File: src/hdl/bcl_pkg.sv
// bcl_pkg: constants for the board control latch and address map block.
// assumes one 50 MHz clock domain and an 8-bit, 16-address-bit cpu bus.
package bcl_pkg;

  // ************************************************************
  // io port map (default decode)
  // ************************************************************
  localparam logic [7:0] BCL_PORT_CTRL_LATCH = 8'hE0;
  localparam logic [7:0] BCL_PORT_SER_DATA   = 8'hEC;
  localparam logic [7:0] BCL_PORT_SER_STAT   = 8'hED;
  localparam logic [7:0] BCL_PORT_TMR_DATA   = 8'hD8;
  localparam logic [7:0] BCL_PORT_TMR_STAT   = 8'hD9;
  localparam logic [7:0] BCL_PORT_APU_DATA   = 8'hC0;
  localparam logic [7:0] BCL_PORT_APU_STAT   = 8'hC1;
  localparam logic [7:0] BCL_PORT_PIC_DATA   = 8'hC2;
  localparam logic [7:0] BCL_PORT_PIC_STAT   = 8'hC3;
  localparam logic [7:0] BCL_PORT_PIO0_BASE  = 8'hE4;
  localparam logic [7:0] BCL_PORT_PIO1_BASE  = 8'hE8;

  // ************************************************************
  // io decoder chip select codes (lookup bits 2:0)
  // ************************************************************
  localparam logic [2:0] BCL_CS_TIMER = 3'h0;
  localparam logic [2:0] BCL_CS_PIC   = 3'h1;
  localparam logic [2:0] BCL_CS_APU   = 3'h2;
  localparam logic [2:0] BCL_CS_LATCH = 3'h3;
  localparam logic [2:0] BCL_CS_PIO0  = 3'h4;
  localparam logic [2:0] BCL_CS_PIO1  = 3'h5;
  localparam logic [2:0] BCL_CS_SER   = 3'h6;
  localparam logic [2:0] BCL_CS_NONE  = 3'h7;
  localparam int         BCL_IO_ONB_BIT = 3;

  // ************************************************************
  // control latch fields
  // ************************************************************
  localparam logic [7:0] BCL_LATCH_RESET = 8'h00;
  localparam int         BCL_BOOT_BIT    = 0;
  localparam int         BCL_TIRQ_LSB    = 3;
  localparam int         BCL_TIRQ_NUM    = 4;

  // ************************************************************
  // memory map entry codes and block layout
  // ************************************************************
  localparam int         BCL_BLK_LSB      = 10;
  localparam logic [3:0] BCL_MAP_RAM0     = 4'h4;
  localparam logic [3:0] BCL_MAP_ROM0     = 4'h8;
  localparam logic [3:0] BCL_MAP_ROM3     = 4'hB;
  localparam logic [3:0] BCL_MAP_OFFBOARD = 4'hF;
  localparam logic [5:0] BCL_ROM_LAST_BLK = 6'h0F;
  localparam logic [5:0] BCL_RAM_FIRST_BLK = 6'h10;
  localparam logic [5:0] BCL_RAM_LAST_BLK = 6'h13;

  // ************************************************************
  // input synchroniser
  // ************************************************************
  localparam int         BCL_SYNC_STAGES = 3;

endpackage : bcl_pkg

File: src/hdl/bcl_map_lookup.sv
// bcl_map_lookup: memory map lookup table, 256 entries of 4 bits.
// assumes address is formed by the caller; contents are the default map.
`timescale 1ns/1ns
module bcl_map_lookup
  import bcl_pkg::*;
(
  input  wire logic [7:0] addr_i,   // boot, strap, bus address 15:10
  output logic      [3:0] entry_o   // selected memory device code
);

  // ************************************************************
  // default contents
  // ************************************************************
  // boot low and strap in: 4 x 4k rom at 0-3fff, ram at 4000-4fff;
  // boot high: everything off board so a bootstrap can be overlaid
  logic [3:0] table_c [256];

  genvar g;
  generate
    for (g = 0; g < 256; g++) begin : g_ent
      localparam logic [5:0] BLK = 6'(g);
      localparam logic [1:0] SEL = 2'(g >> 6);
      if (SEL == 2'h0 && BLK <= BCL_ROM_LAST_BLK) begin : g_rom
        assign table_c[g] = BCL_MAP_ROM0 + 4'(BLK >> 2);
      end else if (SEL == 2'h0 && BLK >= BCL_RAM_FIRST_BLK
                   && BLK <= BCL_RAM_LAST_BLK) begin : g_ram
        assign table_c[g] = BCL_MAP_RAM0 + 4'(BLK - BCL_RAM_FIRST_BLK);
      end else begin : g_off
        assign table_c[g] = BCL_MAP_OFFBOARD;
      end
    end
  endgenerate

  assign entry_o = table_c[addr_i];

endmodule // bcl_map_lookup

File: src/hdl/bcl_board_ctrl.sv
// bcl_board_ctrl: io select decode, control latch, timer irq holds, memory map.
// assumes cpu command strobes are active low and come from this clock domain;
// timer sources and the strap come from pins and are synchronised here.
`timescale 1ns/1ns

// Notes on behaviour
// - io lookup addressed by bus address 15:1, plus bit 0 for latch port E0
// - lookup bits 2:0 feed 3-to-8 decoder
// - lookup bit 3: 1 on-board, 0 off-board; every entry here sets it to 1
// - write to port E0 loads latch
// - latch cleared at reset
// - boot bit is map address bit 7
// - latch bit 3 arms timeout irq hold
// - latch bits 4-6 arm selectable timer holds
// - hold stays set until latch clears
// - write 0 clears, then 1 rearms
// - map address: a15:10, boot, strap
// - one map entry per 1k block
// - four maps via boot and strap
// - boot high sends all off-board
// - boot and strap low: rom 0-3fff, ram 4000-4fff
// - four ram pairs, four rom sockets
// - serial: data low port, status high
// - timer: data low port, status high
// - apu: stack low port, status high
// - map entry F routes off-board
module bcl_board_ctrl
  import bcl_pkg::*;
#(
  parameter int TMR_OUTS = 6                        // timer outputs selectable
)(
  input  wire logic                ref_clk_i,       // 50 MHz clock
  input  wire logic                rst_n_i,         // async reset, active low
  input  wire logic [15:0]         addr_i,          // cpu bus address
  input  wire logic [7:0]          data_i,          // cpu write data
  input  wire logic                io_rd_n_i,       // io read command
  input  wire logic                io_wr_n_i,       // io write command
  input  wire logic                mem_rd_n_i,      // memory read command
  input  wire logic                mem_wr_n_i,      // memory write command
  input  wire logic                strap_i,         // map strap, 1 = out
  input  wire logic                timeout_i,       // timeout event pin
  input  wire logic [TMR_OUTS-1:0] tmr_out_i,       // timer output pins
  input  wire logic [5:0]          tirq_sel_1_i,    // one-hot source, hold 1
  input  wire logic [5:0]          tirq_sel_2_i,    // one-hot source, hold 2
  input  wire logic [5:0]          tirq_sel_3_i,    // one-hot source, hold 3
  output logic [7:0]               io_cs_n_o,       // decoded io chip selects
  output logic                     io_onboard_o,    // always 1, also for pages other than zero
  output logic                     port_hi_o,       // 1 = status/command port
  output logic                     io_rd_o,         // qualified io read
  output logic                     io_wr_o,         // qualified io write
  output logic                     boot_o,          // boot bit
  output logic [3:0]               tirq_o,          // timer irq holds
  output logic [3:0]               mem_sel_o,       // map entry for access
  output logic [3:0]               ram_pair_cs_o,   // ram pair selects
  output logic [3:0]               rom_cs_o,        // rom socket selects
  output logic                     offboard_o       // access goes off board
);

  // ************************************************************
  // pin synchronisers
  // ************************************************************
  localparam int SYN_W = TMR_OUTS + 2;
  logic [SYN_W-1:0] syn1_r;
  logic [SYN_W-1:0] syn2_r;
  logic [SYN_W-1:0] syn3_r;
  logic [SYN_W-1:0] syn_q_r;
  wire  [SYN_W-1:0] syn_in = {strap_i, timeout_i, tmr_out_i};

  always_ff @(posedge ref_clk_i or negedge rst_n_i) begin
    if (!rst_n_i) begin
      syn1_r <= '0;
      syn2_r <= '0;
      syn3_r <= '0;
    end else begin
      syn1_r <= syn_in;
      syn2_r <= syn1_r;
      syn3_r <= syn2_r;
    end
  end

  // a change only counts once stages two and three agree
  genvar s;
  generate
    for (s = 0; s < SYN_W; s++) begin : g_syn
      always_ff @(posedge ref_clk_i or negedge rst_n_i) begin
        if (!rst_n_i) begin
          syn_q_r[s] <= 1'b0;
        end else if (syn2_r[s] == syn3_r[s]) begin
          syn_q_r[s] <= syn3_r[s];
        end
      end
    end
  endgenerate

  wire [TMR_OUTS-1:0] tmr_q   = syn_q_r[TMR_OUTS-1:0];
  wire                tout_q  = syn_q_r[TMR_OUTS];
  wire                strap_q = syn_q_r[TMR_OUTS+1];

  // ************************************************************
  // io select lookup and decoder
  // ************************************************************
  wire [7:0] io_page = addr_i[15:8];
  wire [7:0] io_port = addr_i[7:0];
  wire       io_rd   = !io_rd_n_i;
  wire       io_wr   = !io_wr_n_i;
  wire       io_cmd  = io_rd ^ io_wr;

  logic [3:0] io_lut;
  // only page zero holds on-board io; any other page gets no select but is still flagged on-board
  always_comb begin
    io_lut = {1'b1, BCL_CS_NONE};
    if (io_page == 8'h00) begin
      case (io_port[7:1])
        BCL_PORT_TMR_DATA[7:1]:   io_lut = {1'b1, BCL_CS_TIMER};
        BCL_PORT_PIC_DATA[7:1]:   io_lut = {1'b1, BCL_CS_PIC};
        BCL_PORT_APU_DATA[7:1]:   io_lut = {1'b1, BCL_CS_APU};
        BCL_PORT_CTRL_LATCH[7:1]: io_lut = {1'b1, (io_port[0] ? BCL_CS_NONE
                                                               : BCL_CS_LATCH)};
        BCL_PORT_PIO0_BASE[7:1],
        BCL_PORT_PIO0_BASE[7:1] + 7'h01: io_lut = {1'b1, BCL_CS_PIO0};
        BCL_PORT_PIO1_BASE[7:1],
        BCL_PORT_PIO1_BASE[7:1] + 7'h01: io_lut = {1'b1, BCL_CS_PIO1};
        BCL_PORT_SER_DATA[7:1]:   io_lut = {1'b1, BCL_CS_SER};
        default:                  io_lut = {1'b1, BCL_CS_NONE};
      endcase
    end
  end

  wire [2:0] dec_sel = io_lut[2:0];
  wire       lut_onb = io_lut[BCL_IO_ONB_BIT];

  logic [7:0] cs_n_nxt;
  genvar c;
  generate
    for (c = 0; c < 8; c++) begin : g_cs
      assign cs_n_nxt[c] = !(io_cmd && dec_sel == 3'(c)
                              && dec_sel != BCL_CS_NONE);
    end
  endgenerate

  assign io_cs_n_o    = cs_n_nxt;
  assign io_onboard_o = lut_onb;
  assign port_hi_o    = io_port[0];
  assign io_rd_o      = io_rd && !io_wr;
  assign io_wr_o      = io_wr && !io_rd;

  // ************************************************************
  // control latch
  // ************************************************************
  logic [7:0] latch_r;
  logic       io_wr_d_r;
  // load once on the leading edge of the write so a long strobe counts once
  wire latch_ld = io_wr_o && !io_wr_d_r && dec_sel == BCL_CS_LATCH;

  always_ff @(posedge ref_clk_i or negedge rst_n_i) begin
    if (!rst_n_i) begin
      latch_r   <= BCL_LATCH_RESET;
      io_wr_d_r <= 1'b0;
    end else begin
      io_wr_d_r <= io_wr_o;
      if (latch_ld) begin
        latch_r <= data_i;
      end
    end
  end

  assign boot_o = latch_r[BCL_BOOT_BIT];

  // ************************************************************
  // timer interrupt holds
  // ************************************************************
  wire [3:0] arm = latch_r[BCL_TIRQ_LSB +: BCL_TIRQ_NUM];
  wire [3:0] src;
  assign src[0] = tout_q;
  assign src[1] = |(tirq_sel_1_i[TMR_OUTS-1:0] & tmr_q);
  assign src[2] = |(tirq_sel_2_i[TMR_OUTS-1:0] & tmr_q);
  assign src[3] = |(tirq_sel_3_i[TMR_OUTS-1:0] & tmr_q);

  logic [3:0] src_d_r;
  logic [3:0] tirq_r;
  logic [3:0] tirq_nxt;
  // an armed hold catches a rising source edge; a 0 arm bit holds it clear
  genvar t;
  generate
    for (t = 0; t < BCL_TIRQ_NUM; t++) begin : g_tirq
      assign tirq_nxt[t] = arm[t] && (tirq_r[t] || (src[t] && !src_d_r[t]));
    end
  endgenerate

  always_ff @(posedge ref_clk_i or negedge rst_n_i) begin
    if (!rst_n_i) begin
      src_d_r <= '0;
      tirq_r  <= '0;
    end else begin
      src_d_r <= src;
      tirq_r  <= tirq_nxt;
    end
  end

  assign tirq_o = tirq_r;

  // ************************************************************
  // memory map
  // ************************************************************
  // boot bit is lookup address bit 7, the strap bit 6
  wire [7:0] map_addr = {latch_r[BCL_BOOT_BIT], strap_q,
                         addr_i[15:BCL_BLK_LSB]};
  wire [3:0] map_entry;

  bcl_map_lookup u_map (
    .addr_i  (map_addr),
    .entry_o (map_entry)
  );

  wire mem_cmd = !mem_rd_n_i || !mem_wr_n_i;
  wire is_ram  = map_entry >= BCL_MAP_RAM0 && map_entry < BCL_MAP_ROM0;
  wire is_rom  = map_entry >= BCL_MAP_ROM0 && map_entry <= BCL_MAP_ROM3;
  wire [1:0] dev_idx = map_entry[1:0];

  genvar m;
  generate
    for (m = 0; m < 4; m++) begin : g_mem
      assign ram_pair_cs_o[m] = mem_cmd && is_ram && dev_idx == 2'(m);
      assign rom_cs_o[m]      = mem_cmd && is_rom && dev_idx == 2'(m);
    end
  endgenerate

  // illegal codes are treated as off board so no chip fights the bus
  assign offboard_o = mem_cmd && (map_entry == BCL_MAP_OFFBOARD
                                  || !(is_ram || is_rom));
  assign mem_sel_o  = map_entry;

endmodule // bcl_board_ctrl

File: config.mk
export PLATFORM = sky130hd
export DESIGN_NAME = bcl_board_ctrl
export DESIGN_NICKNAME = d
export VERILOG_FILES = /design/src/hdl/bcl_pkg.sv /design/src/hdl/bcl_map_lookup.sv /design/src/hdl/bcl_board_ctrl.sv
export SDC_FILE = /design/constraint.sdc
export NUM_CORES = 1
export LEC_CHECK = 0
export BUFFER_PORTS_ARGS = -buffer_cell sky130_fd_sc_hd__buf_2
export CAP_MARGIN = 5
export CORE_MARGIN = 1.5
export CORE_UTILIZATION = 30
export DETAILED_ROUTE_END_ITERATION = 16
export PLACE_DENSITY_LB_ADDON = 0.25
export SKIP_CTS_REPAIR_TIMING = 1
export SLEW_MARGIN = 20
export SYNTH_ARGS = -nofsm -noshare
export SYNTH_HDL_FRONTEND = slang
export SYNTH_SLANG_ARGS = --single-unit
File: constraint.sdc
create_clock -name ref_clk_i -period 1.6 [get_ports ref_clk_i]
set_clock_uncertainty 0.05 [all_clocks]
set_input_delay 0.16 -clock ref_clk_i [delete_from_list [all_inputs] [get_ports ref_clk_i]]
set_output_delay 0.16 -clock ref_clk_i [all_outputs]
set_load 0.02 [all_outputs]
=== Yosys cells after proc, flatten, opt, wreduce, memory -nomap -nowiden ===
Memory sizes are Yosys's and may differ from the RTL's.
Cells that the tools add are included.

* Bits in registers: 48
* Bits in read-only memories: 1024
* Output and inout port bits: 30
* Memories: 1

* Magnitude comparators: 5
* Eq/ne operators: 29
* Muxes and demuxes: 5
* Bitwise operators: 5
* Reductions and logical operators: 74

{| class="wikitable"
|+ Memory list
! memory !! words !! bits a word !! rd ports !! clocked after memory_dff !! write ports !! RTL line !! RTL
|-
| (no name shown) || 256 || 4 || 1 || 0 || 0 || bcl_map_lookup.sv:34 || <nowiki>assign entry_o = table_c[addr_i];</nowiki>
|}

{| class="wikitable"
|+ Operators by type and width
! kind !! number
|-
| $eq 7x7->1 const B || 9
|-
| $logic_and 1x1->1 || 41
|-
| $pmux 3 s7 || 1
|-
| $and 6x6->6 || 3
|-
| $logic_not 1->1 || 18
|-
| $reduce_or 6->1 || 3
|-
| $eq 3x3->1 const B || 4
|-
| $mux 4 || 3
|-
| $ge 9x9->1 const B || 1
|-
| $not 8->9 || 1
|-
| $eq 1x1->1 || 8
|-
| $logic_not 8->1 || 1
|-
| $logic_or 1x1->1 || 7
|-
| $eq 3x2->1 const B || 2
|-
| $eq 2x2->1 const B || 2
|-
| $eq 4x4->1 const B || 1
|-
| $ge 4x3->1 const B || 1
|-
| $ge 4x4->1 const B || 1
|-
| $le 4x4->1 const B || 1
|-
| $lt 4x4->1 const B || 1
|-
| $reduce_or 2->1 || 2
|-
| $eq 3x1->1 const B || 1
|-
| $logic_not 3->1 || 1
|-
| $mux 3 || 1
|-
| other kinds (4) || 4
|}

=== Logic depth before layout (Yosys ltp) ===
* Depth after elaboration: 10
* Gate-level depth with buffers: 7
* Depth with buffers taken out: 7

=== Hierarchy ===
A second synthesis with hierarchy kept.

* Cell total of the unflattened synthesis: 159
* Area total of the unflattened synthesis: 1929.4 sq um

{| class="wikitable"
|+ By module, submodules not included
! module !! times used !! cells an instance !! area an instance (sq um) !! sequential area each (sq um)
|-
| bcl_board_ctrl || 1 || 151 || 1884.3 || 1151.1
|-
| bcl_map_lookup || 1 || 8 || 45.0 || 0.0
|}

=== Worst setup path before layout ===
OpenSTA, ideal clock, no wires.

* Path kind: reg-to-output
* Start point: reg latch_r[0]
* End point: out ram_pair_cs_o[2]
* Data arrival time: 2.206 ns
* Required time: 1.390 ns
* Path slack: -0.816 ns
* Stages on the path, launching flop included: 8
* Buffers on the path: 0
* Cells stage by stage: dfrtp_1 -> or3_1 -> nor2_1 -> nand3b_1 -> inv_1 -> ha_1 -> nand2_1 -> a211oi_1

* Cells in the longest elaborated chain, start to end: 8
* Elaborated cells between the ends (all ways): 10

{| class="wikitable"
|+ RTL lines
! item !! RTL line !! RTL
|-
| from (decl) || bcl_board_ctrl.sv:150 || <nowiki>logic [7:0] latch_r;</nowiki>
|-
| from (signal assigned) || bcl_board_ctrl.sv:162 || <nowiki>latch_r <= data_i;</nowiki>
|-
| $not 8->9 (not written as such) (*) || bcl_map_lookup.sv:34 ||
|-
| $mem_v2 256x4 (*) || - ||
|-
| $mux 4 (not written as such) (*) (2 in a row) || bcl_map_lookup.sv:34 ||
|-
| named net mem_sel_o[3] || bcl_board_ctrl.sv:53 || <nowiki>output logic [3:0] mem_sel_o,</nowiki>
|-
| $ge 4x3->1 or $lt 4x4->1 (tied branches) || bcl_board_ctrl.sv:216 || <nowiki>wire is_ram = map_entry >= BCL_MAP_RAM0 && map_entry < BCL_MAP_ROM0;</nowiki>
|-
| $logic_and 1x1->1 (*) || bcl_board_ctrl.sv:216 ||
|-
| $logic_and 1x1->1 (*) (2 in a row) || bcl_board_ctrl.sv:223 || <nowiki>assign ram_pair_cs_o[m] = mem_cmd && is_ram && dev_idx == 2'(m);</nowiki>
|-
| to (decl) || bcl_board_ctrl.sv:54 || <nowiki>output logic [3:0] ram_pair_cs_o,</nowiki>
|}

Mark *: on every way through the listed nets, which the timed path passes. The rest lies on a longest branch. The select of a mux whose other input is x is not followed.

=== Final worst setup path ===
* Start point: reg syn_q_r[7], in the netlist strap_q
* End point: out ram_pair_cs_o[1]

* Cells in the longest elaborated chain, start to end: 8
* Elaborated cells between the ends (all ways): 10

{| class="wikitable"
|+ RTL lines
! item !! RTL line !! RTL
|-
| from (decl) || bcl_board_ctrl.sv:66 || <nowiki>logic [SYN_W-1:0] syn_q_r;</nowiki>
|-
| from (signal, indexed assignment) || bcl_board_ctrl.sv:89 || <nowiki>syn_q_r[s] <= syn3_r[s];</nowiki>
|-
| $not 8->9 (not written as such) (*) || bcl_map_lookup.sv:34 ||
|-
| $mem_v2 256x4 (*) || - ||
|-
| $mux 4 (not written as such) (*) (2 in a row) || bcl_map_lookup.sv:34 ||
|-
| $ge 4x3->1 or $lt 4x4->1 (tied branches) || bcl_board_ctrl.sv:216 ||
|-
| $logic_and 1x1->1 || bcl_board_ctrl.sv:216 ||
|-
| $logic_and 1x1->1 || bcl_board_ctrl.sv:223 ||
|-
| $logic_and 1x1->1 (*) || bcl_board_ctrl.sv:223 ||
|}

Every way passes the cells marked *; elsewhere a longest branch is shown, timed or not. The select of a mux whose other input is x is not followed.

==> flow_metrics.env <==
export IMPL_status="finished, violations left"
export IMPL_violations="negative setup slack"
export IMPL_async_flop_share_pct=100.0
export IMPL_cts_tree="yes"
export IMPL_relSlewSlack_pct=51.27
export IMPL_clkSinkCount=46
export IMPL_worst_slack_ns=-0.5616
export IMPL_die_area_sq_mm=0.006921
export IMPL_place_hpwl_um=3481
export IMPL_syn_avg_cell_area_sq_um=12.69
export IMPL_synthCells=152
export IMPL_synthToLayoutAreaGrowth_pct=70.04
export IMPL_clkSlewWorstSetupHoldPaths_ns=0.08
export IMPL_grt_pass1_vias=1578
export IMPL_yosys_warnings=0
export IMPL_drc_errors=0
export IMPL_ys_ff_latch=46
export IMPL_drv_slew=0
export IMPL_clk_insertion_delay_late_ns=0.29
export IMPL_slowest_stage="dfrtp_1"
export IMPL_grt_max_degree=28
export IMPL_synth_cell_types=41
export IMPL_worstPathMaxFanout=4
export IMPL_postRouteAntennaNets=0
export IMPL_power_density_mw_per_mm2=763.3
export IMPL_synthTopCellsByArea="dfrtp_1 60%, maj3_1 4.2%, mux2_4 3.9%"
export IMPL_synth_enable_flop_cells=0
export IMPL_ys_seq_area_share_pct=59.66
export IMPL_n_fill_cell=559
export IMPL_peakVddDrop_v=0.0007157
export IMPL_portBuffers=80
export IMPL_cts_root_buf="clkbuf_8"
export IMPL_timing_final_crit_period_ns=2.162
export IMPL_dr_total_vias=1660
export IMPL_wl_met3_um=224
export IMPL_synth_main_ff_cell="dfrtp_1"
export IMPL_final_cell_area_sq_mm=0.003281
export IMPL_cts_buffers=5
export IMPL_dpl_worst_slack_ns=-0.4431
export IMPL_drv_cap=0
export IMPL_fin_nets=338
export IMPL_critPathArrivalTime_ns=1.95
export IMPL_h_tree_depth=2
export IMPL_worstHoldPathType="primary input to register"
export IMPL_cts_max_path_buffers=2
export IMPL_fmax_ghz=0.4626
export IMPL_yosysTopAreaCellShare_pct=59.66
export IMPL_yosysTopAreaCell="dfrtp_1"
export IMPL_dr_pass1_iters=4
export IMPL_whs_ns=0.04577
export IMPL_grt_overflow_total=0
export IMPL_cpPeakStageDelay_ns=0.39
export IMPL_setup_viol=21
export IMPL_num_rows=29
export IMPL_netlist_area_sq_mm=0.001929
export IMPL_min_period_over_period_pct=135.1
export IMPL_design_core_area_sq_mm=0.006277
export IMPL_utilization_pct=52.26
export IMPL_io_pins=86
export IMPL_wl_met2_um=2522
export IMPL_die_w_um=83.20
export IMPL_antenna_found_initial=0
export IMPL_drt_first_iter_violations=45
export IMPL_routed_wirelength_um=4701
export IMPL_gp_congestion=0.7955
export IMPL_power_leakage_uw=0.001515
export IMPL_dieHeight_um=83.20
export IMPL_routed_via_density=4.663
export IMPL_grt_usage_pct=13.08
export IMPL_worstPathCellList="or3_4 > nor2_4 > nand3b_1 > inv_1 > ha_4 > nand2_4 > nor3b_4 > buf_6"
export IMPL_routedWlPerCell_um=13.21
export IMPL_finalHoldViolations=0
export IMPL_critical_path_required_ns=1.39
export IMPL_worst_slew_pin_slew_ns=0.7233
export IMPL_start_kind="register"
export IMPL_n_antenna_cell=0
export IMPL_path_class="register to output port"
export IMPL_grt_pass1_wl_um=7383
export IMPL_top_layer="met4"
export IMPL_power_total_uw=2504
export IMPL_drive_above_1_share_pct=58.78
export IMPL_placed_cell_area_sq_mm=0.002800
export IMPL_crit_path_end_kind="output port"
export IMPL_rsz0062_at_grt="yes"
export IMPL_met1Wirelength_um=1912
export IMPL_initial_core_util_pct=30.74
[worst paths after layout]
check	from	to	slack [ns]	cells after the start
setup / recovery	strap_q	ram_pair_cs_o[1]	-0.56	8
hold / removal	data_i[3]	latch_r[3]	0.05	2
setup reg to reg	syn_q_r[0]	tirq_o[1]	0.39	3
hold reg to reg	syn1_r[6]	syn2_r[6]	0.30	0
max in group asynchronous	rst_n_i	syn1_r[4]	0.70	3
min in group asynchronous	rst_n_i	syn3_r[0]	0.31	2
[final cells by class]
type	instances	area (sq um)	share of cell area [%]
Clock buffer	5	68.82	2.098
Clock inverter	3	45.04	1.373
Timing Repair Buffer	122	889.6	27.12
Multi-Input combinational cell	97	1006	30.66
Tap cell	77	96.34	2.937
Inverter	6	22.52	0.6865
Sequential cell	46	1152	35.13
[worst max-delay path: cells and delay by family (launching register included)]
family | cells | cell delay (ns)
and+or+nand+nor | 5 | 0.87
DFF | 1 | 0.39
buffers and inverters | 2 | 0.26
adders and majority gates | 1 | 0.15
[power by group]
part,total [uW],switching [uW],internal (uW)
logic,402,199,203
clock network,840,376,464
registers,1260,37.7,1220
[placed cells by master (no fill, tap or decap), types with 2 or more instances in the layout]
cell type      synthesis  routed
nor3_4                 0       3
clkbuf_8               0       5
nand3_2                0       2
nor4_4                 0       2
buf_2                  0      59
ha_4                   0       2
buf_4                  3      30
nor2_4                 0       2
dlygate4sd3_1          0       9
nand3_1                6       4
nor3b_4                0       2
a31oi_1                3       3
inv_1                  6       5
mux2_4                 5       5
nand2_1               11       6
nor4_1                 4       2
dfrtp_1               46      45
a22oi_1                9       9
nor2_2                 0       2
conb_1                 1       2
clkinvlp_4             0       2
nand2_4                0       2
or2_4                  0       2
maj3_1                 8       8
o21ai_0                2       2
buf_6                  0      23
o21a_1                 4       4
ha_1                   4       2
nand2_8                0       2
[sequential cells by signal, indices dropped and copies added (netlist names)]
signal	cells
syn_q_r	6
tirq_o	4
tout_q	1
syn3_r	8
src_d_r	4
syn1_r	8
syn2_r	8
io_wr_d_r	1
latch_r	5
strap_q	1
[cells in the mapped netlist (all sizes together), types with 2 or more instances]
| master | number |
|---|---|
| mux2 | 5 |
| nor4 | 4 |
| nor3 | 4 |
| and2 | 2 |
| a31oi | 4 |
| ha | 4 |
| inv | 6 |
| nor3b | 2 |
| maj3 | 8 |
| a211oi | 3 |
| nand2 | 11 |
| nor2 | 5 |
| a22oi | 9 |
| or3 | 2 |
| dfrtp | 46 |
| or2 | 3 |
| o21ai | 3 |
| or4 | 2 |
| nand3 | 6 |
| o21a | 4 |
| buf | 3 |
[metal layers]
metal | GRT usage, % | up-vias
met1 | 16.84 | 807
met5 | 0 | -
met2 | 21.66 | 46
met3 | 2.982 | 5
li1 | - | 802
met4 | 4.697 | 0
[kinds of logic (layout without fill, tap and decap cells)]
kind of cell | Yosys count | after routing | share of synthesized area [%]
simple gates | 51 | 51 | 16.08
flops | 46 | 46 | 59.66
buf+inv | 10 | 136 | 2.529
other cells | 1 | 2 | 0.1944
fa+ha+maj | 12 | 12 | 6.745
mux | 5 | 5 | 3.891
compound gates | 27 | 27 | 10.89
[per-stage QoR]
stage	instances	TNS, ns
6_report	356	-9.206
5_1_grt	356	-10.72
4_1_cts	341	-10.69
3_5_place_dp	333	-7.967
3_3_place_gp	333	-7.769
2_1_floorplan	153	-6.462
Power figures use the tool's default switching activity.
